**src/logic/htxs_regs.svh**
```systemverilog
// Register offsets, field positions, reset values and bus codes of the host transmit schedule block.
`ifndef HTXS_REGS_SVH
`define HTXS_REGS_SVH

// ****************************************
// Register byte offsets
// ****************************************
`define HTXS_OFF_TX_TYPE 8'h00
`define HTXS_OFF_EP0_NAK 8'h04
`define HTXS_OFF_TX_INTVL 8'h08
`define HTXS_OFF_EP_SEL 8'h0c
`define HTXS_OFF_STATUS 8'h10
`define HTXS_OFF_MASK 8'h14

// ****************************************
// Field positions
// ****************************************
`define HTXS_SPEED_HI 7
`define HTXS_SPEED_LO 6
`define HTXS_TRANSFER_PROTOCOL_SELECT_HI 5
`define HTXS_TRANSFER_PROTOCOL_SELECT_LO 4
`define HTXS_EPN_HI 3
`define HTXS_EPN_LO 0
`define HTXS_NAK0_HI 4
`define HTXS_ST_EP0_TMO 0
`define HTXS_ST_TX_TMO 1
`define HTXS_ST_BAD_SPEED 2

// ****************************************
// Reset values and limits
// ****************************************
`define HTXS_RST_TX_TYPE 8'h00
`define HTXS_RST_EP0_NAK 5'h00
`define HTXS_RST_INTVL 8'h00
`define HTXS_RST_EP_SEL 4'h0
`define HTXS_RST_MASK 3'h0
`define HTXS_NAK_MIN_EXP 8'h02
`define HTXS_EXP_MAX 8'h10

// ****************************************
// Bus response codes
// ****************************************
`define HTXS_RESP_OKAY 2'b00
`define HTXS_RESP_SLVERR 2'b10

`endif

```
**src/logic/htxs_pkg.sv**
```systemverilog
// Types and helper function shared by the host transmit schedule block.
package htxs_pkg;

	// Target speed, in field encoding order.
	typedef enum logic [1:0] {HTXS_SPD_ILLEGAL, HTXS_SPD_HIGH, HTXS_SPD_FULL, HTXS_SPD_LOW} htxs_speed_type;

	// Transfer protocol, in field encoding order.
	typedef enum logic [1:0] {HTXS_TRANSFER_PROTOCOL_SELECT_CONTROL, HTXS_TRANSFER_PROTOCOL_SELECT_ISO, HTXS_TRANSFER_PROTOCOL_SELECT_BULK, HTXS_TRANSFER_PROTOCOL_SELECT_INTR} htxs_proto_type;

	// Settings handed to the host scheduler.
	typedef struct packed {
		htxs_speed_type speed;
		htxs_proto_type proto;
		logic [3:0] ep_num;
	} htxs_target_type;

	// One handshake seen from the target.
	typedef struct packed {
		logic valid;
		logic nak;
	} htxs_resp_type;

	// Two to the power m minus one, with m clamped into 1..16.
	function automatic logic [16:0] htxs_pow_period(input logic [7:0] m);
		logic [7:0] mc;
		mc = (m == 8'h00) ? 8'h01 : ((m > 8'h10) ? 8'h10 : m);
		return 17'h00001 << (mc - 8'h01);
	endfunction : htxs_pow_period

endpackage : htxs_pkg

```
**src/logic/htxs_sched_cfg.sv**
```systemverilog
// Host transmit endpoint schedule settings with AXI4-Lite access, NAK timers and polling.
// Operation
// - Speed field bits 7-6: 1 high, 2 full, 3 low; 0 is illegal.
// - Protocol field bits 5-4: 0 control, 1 isochronous, 2 bulk, 3 interrupt.
// - Transmit transactions go to the four-bit target endpoint in bits 3-0.
// - Endpoint 0 NAK limit m in bits 4-0 means 2^(m-1) frames.
// - Endpoint 0 halts when NAKs outlast its programmed limit.
// - A limit field of 0 or 1 disables the NAK timeout.
// - Low or full speed interrupt endpoints poll every m frames, m 1-255.
// - High speed interrupt endpoints poll every 2^(m-1) microframes, m 1-16.
// - Isochronous endpoints transfer every 2^(m-1) frames or microframes, m 1-16.
// - Bulk endpoints time out NAKs after 2^(m-1) frames, m 2-16; the code does so at high and full speed only.
// - Each transmit endpoint except 0 has its own interval, selected by index.
//
// The implementer's own choices: the placing of the registers and the AXI4-Lite slave port.
`timescale 1ns/1ps
`include "htxs_regs.svh"
module htxs_sched_cfg #(
	parameter int NUM_EP = 16 // Transmit endpoints including endpoint 0.
) (
	input wire logic aclk, // System clock, 200 MHz.
	input wire logic aresetn, // Synchronous reset, active low.
	input wire logic [7:0] awaddr, // Write address.
	input wire logic awvalid, // Write address valid.
	output logic awready, // Write address ready.
	input wire logic [31:0] wdata, // Write data.
	input wire logic [3:0] wstrb, // Write byte strobes.
	input wire logic wvalid, // Write data valid.
	output logic wready, // Write data ready.
	output logic [1:0] bresp, // Write response code.
	output logic bvalid, // Write response valid.
	input wire logic bready, // Write response ready.
	input wire logic [7:0] araddr, // Read address.
	input wire logic arvalid, // Read address valid.
	output logic arready, // Read address ready.
	output logic [31:0] rdata, // Read data.
	output logic [1:0] rresp, // Read response code.
	output logic rvalid, // Read data valid.
	input wire logic rready, // Read data ready.
	input wire logic frame_tick, // Frame or microframe start pulse.
	input wire htxs_pkg::htxs_resp_type ep0_resp, // Endpoint 0 handshake.
	input wire htxs_pkg::htxs_resp_type tx_resp, // Selected endpoint handshake.
	output htxs_pkg::htxs_target_type tx_target, // Speed, protocol and target endpoint.
	output logic [3:0] tx_sel_ep, // Selected transmit endpoint.
	output logic tx_poll_due, // One-cycle pulse: poll now.
	output logic ep0_halt, // Endpoint 0 halted by NAK timeout.
	output logic tx_halt, // Bulk endpoint halted by NAK timeout.
	output logic irq // Level interrupt.
);
	import htxs_pkg::*;

	// ****************************************
	// Bus slave state
	// ****************************************
	logic aw_hold_r;
	logic w_hold_r;
	logic [7:0] awaddr_r;
	logic [7:0] wbyte_r;
	logic wstrb0_r;
	logic awready_r;
	logic wready_r;
	logic bvalid_r;
	logic [1:0] bresp_r;
	logic arready_r;
	logic rvalid_r;
	logic [1:0] rresp_r;
	logic [31:0] rdata_r;

	// ****************************************
	// Configuration and status state
	// ****************************************
	htxs_target_type type_r;
	logic [4:0] nak0_r;
	logic [3:0] sel_r;
	logic [7:0] intvl_r [NUM_EP];
	logic [2:0] st_r;
	logic [2:0] mask_r;
	logic irq_r;
	logic [16:0] poll_cnt_r;
	logic poll_due_r;

	// ****************************************
	// Decode wires
	// ****************************************
	logic aw_take;
	logic w_take;
	logic ar_take;
	logic do_write;
	logic aw_hold_nxt;
	logic w_hold_nxt;
	logic bvalid_nxt;
	logic rvalid_nxt;
	logic wr_en;
	logic wr_type;
	logic wr_nak0;
	logic wr_intvl;
	logic wr_sel;
	logic wr_st;
	logic wr_mask;
	logic wr_hit;
	logic rd_hit;
	logic [7:0] rd_byte;
	logic [7:0] cur_m;
	logic [2:0] st_set;
	logic [2:0] st_nxt;
	logic ep0_tmo;
	logic tx_tmo;
	logic poll_en;
	logic lsfs_int;
	logic bulk_en;
	logic [16:0] poll_period;

	// Handshakes on each channel; a write runs once both halves are held.
	assign aw_take = awvalid && awready_r;
	assign w_take = wvalid && wready_r;
	assign ar_take = arvalid && arready_r;
	assign do_write = aw_hold_r && w_hold_r;
	assign aw_hold_nxt = aw_take || (aw_hold_r && !do_write);
	assign w_hold_nxt = w_take || (w_hold_r && !do_write);
	assign bvalid_nxt = do_write || (bvalid_r && !bready);
	assign rvalid_nxt = ar_take || (rvalid_r && !rready);

	// Registers live in byte lane 0, so only that strobe writes them.
	assign wr_en = do_write && wstrb0_r;
	assign wr_type = wr_en && (awaddr_r == `HTXS_OFF_TX_TYPE);
	assign wr_nak0 = wr_en && (awaddr_r == `HTXS_OFF_EP0_NAK);
	assign wr_intvl = wr_en && (awaddr_r == `HTXS_OFF_TX_INTVL);
	assign wr_sel = wr_en && (awaddr_r == `HTXS_OFF_EP_SEL);
	assign wr_st = wr_en && (awaddr_r == `HTXS_OFF_STATUS);
	assign wr_mask = wr_en && (awaddr_r == `HTXS_OFF_MASK);
	assign wr_hit = (awaddr_r == `HTXS_OFF_TX_TYPE) || (awaddr_r == `HTXS_OFF_EP0_NAK)
		|| (awaddr_r == `HTXS_OFF_TX_INTVL) || (awaddr_r == `HTXS_OFF_EP_SEL)
		|| (awaddr_r == `HTXS_OFF_STATUS) || (awaddr_r == `HTXS_OFF_MASK);

	// Read selection; reserved bits and unmapped words read as zero.
	assign cur_m = intvl_r[sel_r];
	assign rd_byte = (araddr == `HTXS_OFF_TX_TYPE) ? type_r :
		(araddr == `HTXS_OFF_EP0_NAK) ? {3'h0, nak0_r} :
		(araddr == `HTXS_OFF_TX_INTVL) ? cur_m :
		(araddr == `HTXS_OFF_EP_SEL) ? {4'h0, sel_r} :
		(araddr == `HTXS_OFF_STATUS) ? {5'h00, st_r} :
		(araddr == `HTXS_OFF_MASK) ? {5'h00, mask_r} : 8'h00;
	assign rd_hit = (araddr == `HTXS_OFF_TX_TYPE) || (araddr == `HTXS_OFF_EP0_NAK)
		|| (araddr == `HTXS_OFF_TX_INTVL) || (araddr == `HTXS_OFF_EP_SEL)
		|| (araddr == `HTXS_OFF_STATUS) || (araddr == `HTXS_OFF_MASK);

	// ****************************************
	// Write channels
	// ****************************************
	// Ready drops while a half is held or a response waits, so one write at a time.
	always_ff @(posedge aclk) begin
		if (!aresetn) begin
			aw_hold_r <= 1'b0;
			w_hold_r <= 1'b0;
			awready_r <= 1'b0;
			wready_r <= 1'b0;
			bvalid_r <= 1'b0;
		end else begin
			aw_hold_r <= aw_hold_nxt;
			w_hold_r <= w_hold_nxt;
			awready_r <= !aw_hold_nxt && !bvalid_nxt;
			wready_r <= !w_hold_nxt && !bvalid_nxt;
			bvalid_r <= bvalid_nxt;
		end
	end

	// Payload captures carry no reset; they are read only while held.
	always_ff @(posedge aclk) begin
		if (aw_take) begin
			awaddr_r <= awaddr;
		end
		if (w_take) begin
			wbyte_r <= wdata[7:0];
			wstrb0_r <= wstrb[0];
		end
		if (do_write) begin
			bresp_r <= wr_hit ? `HTXS_RESP_OKAY : `HTXS_RESP_SLVERR;
		end
	end

	// ****************************************
	// Read channel
	// ****************************************
	// Data is sampled when the address is taken and answered one cycle later.
	always_ff @(posedge aclk) begin
		if (!aresetn) begin
			arready_r <= 1'b0;
			rvalid_r <= 1'b0;
			rdata_r <= 32'h00000000;
			rresp_r <= `HTXS_RESP_OKAY;
		end else begin
			arready_r <= !rvalid_nxt;
			rvalid_r <= rvalid_nxt;
			if (ar_take) begin
				rdata_r <= {24'h000000, rd_byte};
				rresp_r <= rd_hit ? `HTXS_RESP_OKAY : `HTXS_RESP_SLVERR;
			end
		end
	end

	// ****************************************
	// Configuration registers
	// ****************************************
	// Type fields decode straight into the enums; speed 0 is kept but flagged.
	always_ff @(posedge aclk) begin
		if (!aresetn) begin
			type_r <= `HTXS_RST_TX_TYPE;
			nak0_r <= `HTXS_RST_EP0_NAK;
			sel_r <= `HTXS_RST_EP_SEL;
			mask_r <= `HTXS_RST_MASK;
		end else begin
			if (wr_type) begin
				type_r.speed <= htxs_speed_type'(wbyte_r[`HTXS_SPEED_HI:`HTXS_SPEED_LO]);
				type_r.proto <= htxs_proto_type'(wbyte_r[`HTXS_TRANSFER_PROTOCOL_SELECT_HI:`HTXS_TRANSFER_PROTOCOL_SELECT_LO]);
				type_r.ep_num <= wbyte_r[`HTXS_EPN_HI:`HTXS_EPN_LO];
			end
			if (wr_nak0) begin
				nak0_r <= wbyte_r[`HTXS_NAK0_HI:0];
			end
			if (wr_sel) begin
				sel_r <= wbyte_r[3:0];
			end
			if (wr_mask) begin
				mask_r <= wbyte_r[2:0];
			end
		end
	end

	// One interval per endpoint; entry 0 has none and stays at zero.
	for (genvar gi = 0; gi < NUM_EP; gi++) begin : g_intvl
		always_ff @(posedge aclk) begin
			if (!aresetn) begin
				intvl_r[gi] <= `HTXS_RST_INTVL;
			end else if (wr_intvl && (gi != 0) && (sel_r == 4'(gi))) begin
				intvl_r[gi] <= wbyte_r;
			end
		end
	end

	// ****************************************
	// NAK timeouts
	// ****************************************
	// Endpoint 0 runs its timer for any type and speed; the selected endpoint only as bulk at high or full speed.
	assign bulk_en = (type_r.proto == HTXS_TRANSFER_PROTOCOL_SELECT_BULK)
		&& ((type_r.speed == HTXS_SPD_HIGH) || (type_r.speed == HTXS_SPD_FULL));

	htxs_nak_timer u_ep0_timer (
		.aclk(aclk),
		.aresetn(aresetn),
		.frame_tick(frame_tick),
		.resp(ep0_resp),
		.limit_exp({3'h0, nak0_r}),
		.enable(1'b1),
		.timeout(ep0_tmo)
	);

	htxs_nak_timer u_tx_timer (
		.aclk(aclk),
		.aresetn(aresetn),
		.frame_tick(frame_tick),
		.resp(tx_resp),
		.limit_exp(cur_m),
		.enable(bulk_en),
		.timeout(tx_tmo)
	);

	// ****************************************
	// Polling scheduler
	// ****************************************
	// Interrupt at low or full speed counts plain frames; the rest use powers of two.
	assign lsfs_int = (type_r.proto == HTXS_TRANSFER_PROTOCOL_SELECT_INTR)
		&& ((type_r.speed == HTXS_SPD_FULL) || (type_r.speed == HTXS_SPD_LOW));
	assign poll_en = ((type_r.proto == HTXS_TRANSFER_PROTOCOL_SELECT_INTR) || (type_r.proto == HTXS_TRANSFER_PROTOCOL_SELECT_ISO))
		&& (type_r.speed != HTXS_SPD_ILLEGAL);
	assign poll_period = lsfs_int ? ((cur_m == 8'h00) ? 17'h00001 : {9'h000, cur_m})
		: htxs_pow_period(cur_m);

	// A shrinking period is caught by the compare, so no poll is ever lost.
	always_ff @(posedge aclk) begin
		if (!aresetn || !poll_en) begin
			poll_cnt_r <= 17'h00000;
			poll_due_r <= 1'b0;
		end else if (frame_tick) begin
			poll_due_r <= (poll_cnt_r >= poll_period - 17'h00001);
			poll_cnt_r <= (poll_cnt_r >= poll_period - 17'h00001) ? 17'h00000 : poll_cnt_r + 17'h00001;
		end else begin
			poll_due_r <= 1'b0;
		end
	end

	// ****************************************
	// Status and interrupt
	// ****************************************
	// A new event wins over a write-one clear in the same cycle.
	assign st_set = {wr_type && (wbyte_r[`HTXS_SPEED_HI:`HTXS_SPEED_LO] == 2'h0), tx_tmo, ep0_tmo};
	assign st_nxt = (st_r & ~(wr_st ? wbyte_r[2:0] : 3'h0)) | st_set;

	// Halts follow the sticky bits, so software resumes by clearing them.
	always_ff @(posedge aclk) begin
		if (!aresetn) begin
			st_r <= 3'h0;
			irq_r <= 1'b0;
		end else begin
			st_r <= st_nxt;
			irq_r <= |(st_nxt & mask_r);
		end
	end

	// ****************************************
	// Outputs
	// ****************************************
	assign awready = awready_r;
	assign wready = wready_r;
	assign bvalid = bvalid_r;
	assign bresp = bresp_r;
	assign arready = arready_r;
	assign rvalid = rvalid_r;
	assign rresp = rresp_r;
	assign rdata = rdata_r;
	assign tx_target = type_r;
	assign tx_sel_ep = sel_r;
	assign tx_poll_due = poll_due_r;
	assign ep0_halt = st_r[`HTXS_ST_EP0_TMO];
	assign tx_halt = st_r[`HTXS_ST_TX_TMO];
	assign irq = irq_r;

	// Frame ticks since the last poll, counted apart from the scheduler so an early poll shows up.
	logic [16:0] chk_gap_r;
	always_ff @(posedge aclk) begin
		if (!aresetn || !poll_en) begin
			chk_gap_r <= 17'h00000;
		end else if (poll_due_r) begin
			chk_gap_r <= {16'h0000, frame_tick};
		end else if (frame_tick) begin
			chk_gap_r <= chk_gap_r + 17'h00001;
		end
	end
endmodule : htxs_sched_cfg

```
**src/logic/htxs_nak_timer.sv**
```systemverilog
// Counter of consecutive NAK frames that flags a timeout past a power-of-two limit.
`timescale 1ns/1ps
`include "htxs_regs.svh"
module htxs_nak_timer (
	input wire logic aclk, // System clock.
	input wire logic aresetn, // Synchronous reset, active low.
	input wire logic frame_tick, // One pulse per frame or microframe.
	input wire htxs_pkg::htxs_resp_type resp, // Handshake from the target.
	input wire logic [7:0] limit_exp, // Limit exponent m.
	input wire logic enable, // Timeout applies to this transfer kind.
	output logic timeout // One-cycle pulse on timeout.
);
	import htxs_pkg::*;

	logic [16:0] cnt_r;
	logic seen_r;
	logic [16:0] limit;
	logic active;
	logic good_resp;
	logic nak_frame;

	// Field values 0 and 1 switch the timeout off completely.
	assign limit = htxs_pow_period(limit_exp);
	assign active = enable && (limit_exp >= `HTXS_NAK_MIN_EXP);
	assign good_resp = resp.valid && !resp.nak;
	assign nak_frame = frame_tick && (seen_r || (resp.valid && resp.nak));

	// A frame counts once however many NAKs it holds; any other answer restarts the count.
	always_ff @(posedge aclk) begin
		if (!aresetn || !active || good_resp) begin
			cnt_r <= 17'h00000;
			seen_r <= 1'b0;
		end else if (nak_frame) begin
			cnt_r <= (cnt_r >= limit) ? 17'h00000 : cnt_r + 17'h00001;
			seen_r <= 1'b0;
		end else if (resp.valid) begin
			seen_r <= 1'b1;
		end
	end

	// The timeout fires on the frame that takes the count past the limit.
	always_ff @(posedge aclk) begin
		if (!aresetn) begin
			timeout <= 1'b0;
		end else begin
			timeout <= active && !good_resp && nak_frame && (cnt_r >= limit);
		end
	end
endmodule : htxs_nak_timer

```
**config.mk**
```make
export PLATFORM = sky130hd
export DESIGN_NAME = htxs_sched_cfg
export DESIGN_NICKNAME = d
export VERILOG_FILES = /design/src/logic/htxs_pkg.sv /design/src/logic/htxs_sched_cfg.sv /design/src/logic/htxs_nak_timer.sv
export VERILOG_INCLUDE_DIRS = /design/src /design/src/logic
export SDC_FILE = /design/constraint.sdc
export NUM_CORES = 1
export LEC_CHECK = 0
export BUFFER_PORTS_ARGS = -buffer_cell sky130_fd_sc_hd__buf_4
export CORE_MARGIN = 2
export CORE_UTILIZATION = 30
export DETAILED_ROUTE_END_ITERATION = 16
export PLACE_DENSITY_LB_ADDON = 0.1
export SLEW_MARGIN = 15
export SYNTH_ARGS = -nofsm -noshare
export SYNTH_HDL_FRONTEND = slang
export SYNTH_HIERARCHICAL = 1
export SYNTH_SLANG_ARGS = --single-unit
```
**constraint.sdc**
```tcl
create_clock -name aclk -period 6.9 [get_ports aclk]
set_clock_uncertainty 0.05 [all_clocks]
set_input_delay 1.725 -clock aclk [delete_from_list [all_inputs] [get_ports aclk]]
set_output_delay 1.725 -clock aclk [all_outputs]
set_load 0.01 [all_outputs]
```
==> impl_results.md, run 1 <==
* Status: finished, final reports clean
* N_diodes at 0
* CTS tree: built
* Min Tclk post-route at 6.21 ns
* Max stage delay on crit path at 0.62 ns
* Leakage at 5.74 nW
* WL/cell at 18.3 um
* Synth Cell Area at 13500 um2
* Antenna violations before repair at 0
* FP Rows at 77
* Max Clock Freq at 161 MHz
* Arr. time, crit path at 6.64 ns
* Hold Startpoint: u_ep0_timer/timeout$_SDFF_PN0_
* Hold endpoint: st_r[0]$_SDFF_PN0_
* PD cells at 208 nW/um2
* Gr ovfl total at 0
* Routed WL at 36100 um
* Slew Limit Fails at 0
* Part of the power in registers at 0.479
* First-pass GRT wire length at 56600 um
* Net switching power figure at 0.738 mW
* Clock share of power at 0.483
* Total Power at 3.25 mW
* Crit path launch type: flop
* Cells after Synth at 1271
* Gr usage total at 0.155
* Setup Crit Path Kind: flop to flop
* Area of the multi-input gates at 6850 um2
* Hold WS at 0.427 ns
* Slew at the pin with the worst max-slew slack at 1.08 ns
* Number of fill cells at 4520
* Top-area cell type share of the netlist area at 0.307
* Final worst path period share at 0.900
* Post-DP Area at 14600 um2
* Die Y at 216 um
* CTS Hold Bufs at 0
* Detailed placer's ending HPWL at 25700 um
* VDD IR-drop max at 0.000151 V
* Slowest stage cell on the critical path: dfxtp_1
* Internal at 2.51 mW
* Core area at 44300 um2
* Clk root buf: clkbuf_16
* Share of cells above drive strength 1 at 0.184
* Vias in the first global route at 9506
* Largest net degree at the start of global routing at 61
* Full die area at 46700 um2
* # setup viols final at 0
* Yosys Warn Count at 6
* Clock latency on the worst-skew pair at 0.61 ns
* Slew headroom at 0.276
* Worst-case reg-to-reg path depth at 26
* CTS sink cnt at 238
* Seq/Total Area, Yosys at 0.455
* Most used DFF post-synth: edfxtp_1
* Initial Util at 0.305
* Crit. End Element: flop
* Vias after detailed routing at 9432
* CP top delay family: compound AO/OA/AOI/OAI gates
* R2r endpoint: poll_cnt_r[13]$_SDFFE_PP0P_
* WP buf/inv at 1
* RSZ-0062 raised after global routing: no
* Most common cell on crit path: ha_1
* Area Growth Syn to Fin at 15.7%
* Max-cap viol count at 0
* Bufs on Longest Clock Path at 3
* Netlist cell types at 91
* Routed vias/inst at 4.78
* Final instance area at 15600 um2
* Top-count cell post-synth: edfxtp_1
* FF+latch area at 6150 um2
* Setup TNS Final at 0 ns
* Reg2Reg Setup Slack at 0.69 ns
* Seq cells post-synth at 238
* Final Hold Viols at 0
* # IOs at 121
* Yosys top cell by area: edfxtp_1
* EDFF count, synth at 138
* WP data required at 7.33 ns
* Htree depth at 1
* Pre-antenna DRT Iters at 6
* Hold Path Depth at 1
* Async SR Flop Fraction at 0
* Die width at 216 um
* Post-Syn Area per Cell at 10.6 um2
* Total CTS buffers at 30
* Routed Antenna Nets at 0
* Port bufs at 67
* Iter 0 DRT Violations at 494
* Largest cells by area after synthesis: edfxtp_1 (31%), dfxtp_1 (15%), and2_1 (6.2%)
* Clock transition at path regs at 0.06 ns
* Most common library cells after synthesis: edfxtp_1 (138), and2_1 (134), nand2_1 (116), dfxtp_1 (100), nor2_1 (75)
* Switching share of total power at 0.227
* Remaining routing DRC violations at 0
* Worst-path fanout max at 21
* Combinational power share at 0.038
* GPL Wtd Cong at 0.804
* Worst hold path class: flop to flop
* Nets at 1482
## metal layers
metal	global-route usage	routed length, um
met5	0	0
met3	0.0316	1510
met4	0.0393	892
met2	0.252	16500
met1	0.210	17200
## layout make-up
| cell class | count | area share |
|---|---|---|
| clock buffers | 46 | 0.0551 |
| clock inverters | 10 | 0.00809 |
| inverters | 29 | 0.00697 |
| multi-input cells | 954 | 0.438 |
| flip-flops and latches | 238 | 0.393 |
| well taps | 592 | 0.0474 |
| repair buffers | 104 | 0.0508 |
## through the flow
stage | utilization | std cells | setup slack (ns)
after floorplan | - | 1299 | 0.908
after global placement | 0.330 | 1916 | 0.340
after detailed placement | 0.330 | 1916 | 0.327
after CTS | 0.352 | 1972 | 0.272
after global routing | 0.353 | 1973 | 0.0477
final | 0.353 | 1973 | 0.688
## worst max-delay path by stage
stage               cells past startpoint  slack (ns)                           to
floorplan                              31        0.91  poll_cnt_r[10]$_SDFFE_PP0P_
global placement                       28        0.34       tx_poll_due$_SDFF_PP0_
detailed placement                     28        0.33       tx_poll_due$_SDFF_PP0_
CTS                                    28        0.27  poll_cnt_r[12]$_SDFFE_PP0P_
global route                           30        0.05   poll_cnt_r[7]$_SDFFE_PP0P_
finish                                 26        0.69  poll_cnt_r[13]$_SDFFE_PP0P_
## cell usage in the layout (no fill, tap or decap), drive strengths merged, types with 6 or more instances in the layout
master / n
buf: 104
or2: 8
conb: 32
clkinv: 7
nand2b: 10
a21boi: 18
nand2: 119
a21oi: 30
nand3: 30
o21ai: 41
edfxtp: 138
nor3: 75
a22oi: 13
mux2: 20
a221oi: 8
clkbuf: 46
nor2: 76
xnor2: 42
nor2b: 32
a21o: 8
o21a: 12
dfxtp: 100
and2: 134
nand4: 24
and3: 15
xor2: 17
o211a: 6
inv: 29
mux4: 17
mux2i: 33
ha: 61
## what timing repair did
item	CTS	global route
endpoints found under the setup margin	0	18
resized for setup	0	3
setup buffers	0	1
## cells by family after synthesis
group / after synthesis / share of synthesized area
other: 4 / 0.00111
buffers and inverters: 107 / 0.0463
flip-flops: 238 / 0.455
adder cells (fa/ha/maj): 61 / 0.0565
XOR/XNOR: 59 / 0.0382
multiplexers: 70 / 0.0697
AND/OR/NAND/NOR: 547 / 0.231
AO/OA/AOI/OAI: 185 / 0.102
## power groups by stage
stage	sequential, mW	combinational, mW	clock [mW]
global route	1.56	0.136	1.66
global placement	1.59	0.125	0
CTS	1.56	0.125	1.61
detailed placement	1.59	0.125	0
floorplan	1.57	0.0892	0
finish	1.56	0.123	1.57
## registers in the layout, indices dropped and copies added, names as in the netlist, 3 cells and up, named ones only
register	cells
rdata	8
tx_sel_ep	4
u_tx_timer/cnt_r	17
awaddr_r	8
st_r	3
intvl_r	120
mask_r	3
nak0_r	5
poll_cnt_r	17
u_ep0_timer/cnt_r	17
tx_target	8
wbyte_r	8
(Power assumes the default switching activity.)
==> run 2: changes to the inputs <==
--- a/config.mk
+++ b/config.mk
@@ -6,13 +6,12 @@
 export SDC_FILE = /design/constraint.sdc
 export NUM_CORES = 1
 export LEC_CHECK = 0
-export BUFFER_PORTS_ARGS = -buffer_cell sky130_fd_sc_hd__buf_4
 export CORE_MARGIN = 2
 export CORE_UTILIZATION = 30
 export DETAILED_ROUTE_END_ITERATION = 16
+export DONT_BUFFER_PORTS = 1
 export PLACE_DENSITY_LB_ADDON = 0.1
 export SLEW_MARGIN = 15
 export SYNTH_ARGS = -nofsm -noshare
 export SYNTH_HDL_FRONTEND = slang
-export SYNTH_HIERARCHICAL = 1
 export SYNTH_SLANG_ARGS = --single-unit
==> impl_results.md, run 2 <==
* Post-Syn Area per Cell at 10.4 um2
* N_diodes at 0
* Core area at 43200 um2
* Total CTS buffers at 30
* Cell total after placement at 1850
* Fin util at 0.346
* Routed Antenna Nets at 0
* Most used DFF post-synth: edfxtp_1
* Nets at 1421
* Iter 0 DRT Violations at 480
* Final instance area at 15000 um2
* Crit. End Element: flop
* Worst hold path class: flop to flop
* Arr. time, crit path at 6.76 ns
* Final worst path period share at 0.919
* Part of the power in registers at 0.486
* Gr ovfl total at 0
* Antenna violations before repair at 2
* Number of flip-flops in the largest register at 120
* Slowest stage cell on the critical path: mux4_2
* Clk root buf: clkbuf_16
* Largest net degree at the start of global routing at 61
* Setup TNS Final at 0 ns
* Setup Crit Path Kind: flop to flop
* CTS tree: built
* Slew at the pin with the worst max-slew slack at 1.09 ns
* Top-area cell type share of the netlist area at 0.315
* Yosys Warn Count at 0
* EDFF count, synth at 138
* Synth Cell Area at 13100 um2
* Async SR Flop Fraction at 0
* Port bufs at 0
* Final Hold Viols at 0
* Worst-path fanout max at 16
* Bufs on Longest Clock Path at 3
* Commonest non-fill, non-tap cell in the layout: edfxtp_1
* GPL Wtd Cong at 0.760
* Full die area at 45500 um2
* # setup viols final at 0
* Largest register by flop count: intvl_r
* Post-CTS Setup Inserts at 0
* Place WS at 0.323 ns
* Net switching power figure at 0.691 mW
* Largest cells by area after synthesis: edfxtp_1 (32%), dfxtp_1 (15%), and2_1 (6.3%)
* Number of fill cells at 4380
* FP Rows at 76
* Die Y at 213 um
* # IOs at 121
* Netlist cell types at 83
* Hold WS at 0.419 ns
* Post-Layout Cell Count at 1906
* Vias in the first global route at 9114
* Clock latency on the worst-skew pair at 0.58 ns
* WP data required at 7.31 ns
* GRT Max-Usage Layer: met2
* Max stage delay on crit path at 0.52 ns
* Leakage at 5.30 nW
* Internal at 2.52 mW
* Grt met2 use at 0.246
* Final worst slack at 0.557 ns
* Top-count cell post-synth: edfxtp_1
* RSZ-0062 raised after global routing: no
* Switching share of total power at 0.215
* Cells after Synth at 1265
* Status: finished, final reports clean
* Total Power at 3.21 mW
* FF+latch area at 6150 um2
* PD cells at 215 nW/um2
* Slew Limit Fails at 0
* Combinational power share at 0.022
* Seq/Total Area, Yosys at 0.467
* Share of cells above drive strength 1 at 0.117
* Remaining routing DRC violations at 0
* Routed vias/inst at 4.78
* Yosys top cell by area: edfxtp_1
* Max Clock Freq at 158 MHz
* Gr usage total at 0.159
* Routed WL at 35300 um
* Pre-antenna DRT Iters at 4
* Met1 Use GR at 0.227
* Detailed placer's ending HPWL at 25100 um
* Seq cells post-synth at 238
* Crit path launch type: flop
* Post-DP Area at 13900 um2
* Area of the multi-input gates at 6510 um2
* Most common library cells after synthesis: edfxtp_1 (138), and2_1 (133), nor2_1 (114), nand2_1 (106), dfxtp_1 (100)
* First-pass GRT wire length at 55000 um
* Clock transition at path regs at 0.06 ns
* Clock share of power at 0.492
* VDD IR-drop max at 0.000196 V
* Commonest cells after routing, fill and taps aside: edfxtp_1 (138), and2_1 (133), nor2_1 (114), nand2_1 (106), dfxtp_1 (99)
* Area Growth Syn to Fin at 13.7%
* Htree depth at 1
* M3 GR Usage at 0.0315
* Initial Util at 0.305
* WL/cell at 18.5 um
* Vias after detailed routing at 9114
* Slew headroom at 0.270
* Max-cap viol count at 0
* Die width at 213 um
* CTS sink cnt at 238
* Min Tclk post-route at 6.34 ns
* Most common cell on crit path: buf_4
-- run 2: cell type report --
type | count | area share
Inverter | 19 | 0.00477
Tap cell | 585 | 0.0490
Clock inverter | 6 | 0.00644
Timing Repair Buffer | 60 | 0.0326
Clock buffer | 50 | 0.0606
Sequential cell | 238 | 0.411
Multi-Input combinational cell | 948 | 0.435
-- run 2: layer usage --
metal  up-vias  share of wire
li1       4532              -
met1      4383           0.49
met2       159           0.44
met3        40          0.049
met4         0          0.019
met5         -              0
-- run 2: critical path, delay by kind of cell, from the launching register on --
family	cells	cell delay (ns)
DFF	1	0.51
and+or+nand+nor	12	1.85
AOI/OAI and AO/OA	10	1.71
muxes	1	0.52
buffers and inverters	5	0.91
adders and majority gates	3	0.67
-- run 2: kinds of logic after synthesis --
family                   count (synthesis)  synth area share
AND/OR/NAND/NOR                        549             0.222
AO/OA/AOI/OAI                          184            0.0958
buffers and inverters                  105            0.0458
adder cells (fa/ha/maj)                 60            0.0571
other                                    2          0.000571
multiplexers                            68            0.0716
flip-flops                             238             0.467
XOR/XNOR                                59            0.0393
-- run 2: path summary, 6_finish.rpt --
check | cells past startpoint | slack [ns] | start | to
worst min register to register | 1 | 0.42 | w_hold_r$_SDFF_PN0_ | wready$_SDFF_PN0_
worst min-delay path | 1 | 0.42 | w_hold_r$_SDFF_PN0_ | wready$_SDFF_PN0_
worst max-delay path | 31 | 0.56 | flop | poll_cnt_r[16]$_SDFFE_PP0P_
worst max register to register | 31 | 0.56 | flop | poll_cnt_r[16]$_SDFFE_PP0P_
-- run 2: power groups by stage --
stage	Sequential (mW)	Clock (mW)	Combinational, mW
after global placement	1.59	0	0.0721
after global routing	1.56	1.69	0.0796
after CTS	1.56	1.63	0.0726
after detailed placement	1.59	0	0.0723
final	1.56	1.58	0.0709
after floorplan	1.57	0	0.0691
-- run 2: timing repair --
item                                    4_1_cts  5_1_grt
hold buffers                                  0        0
resized for setup                             0        4
endpoints found under the setup margin        0       18
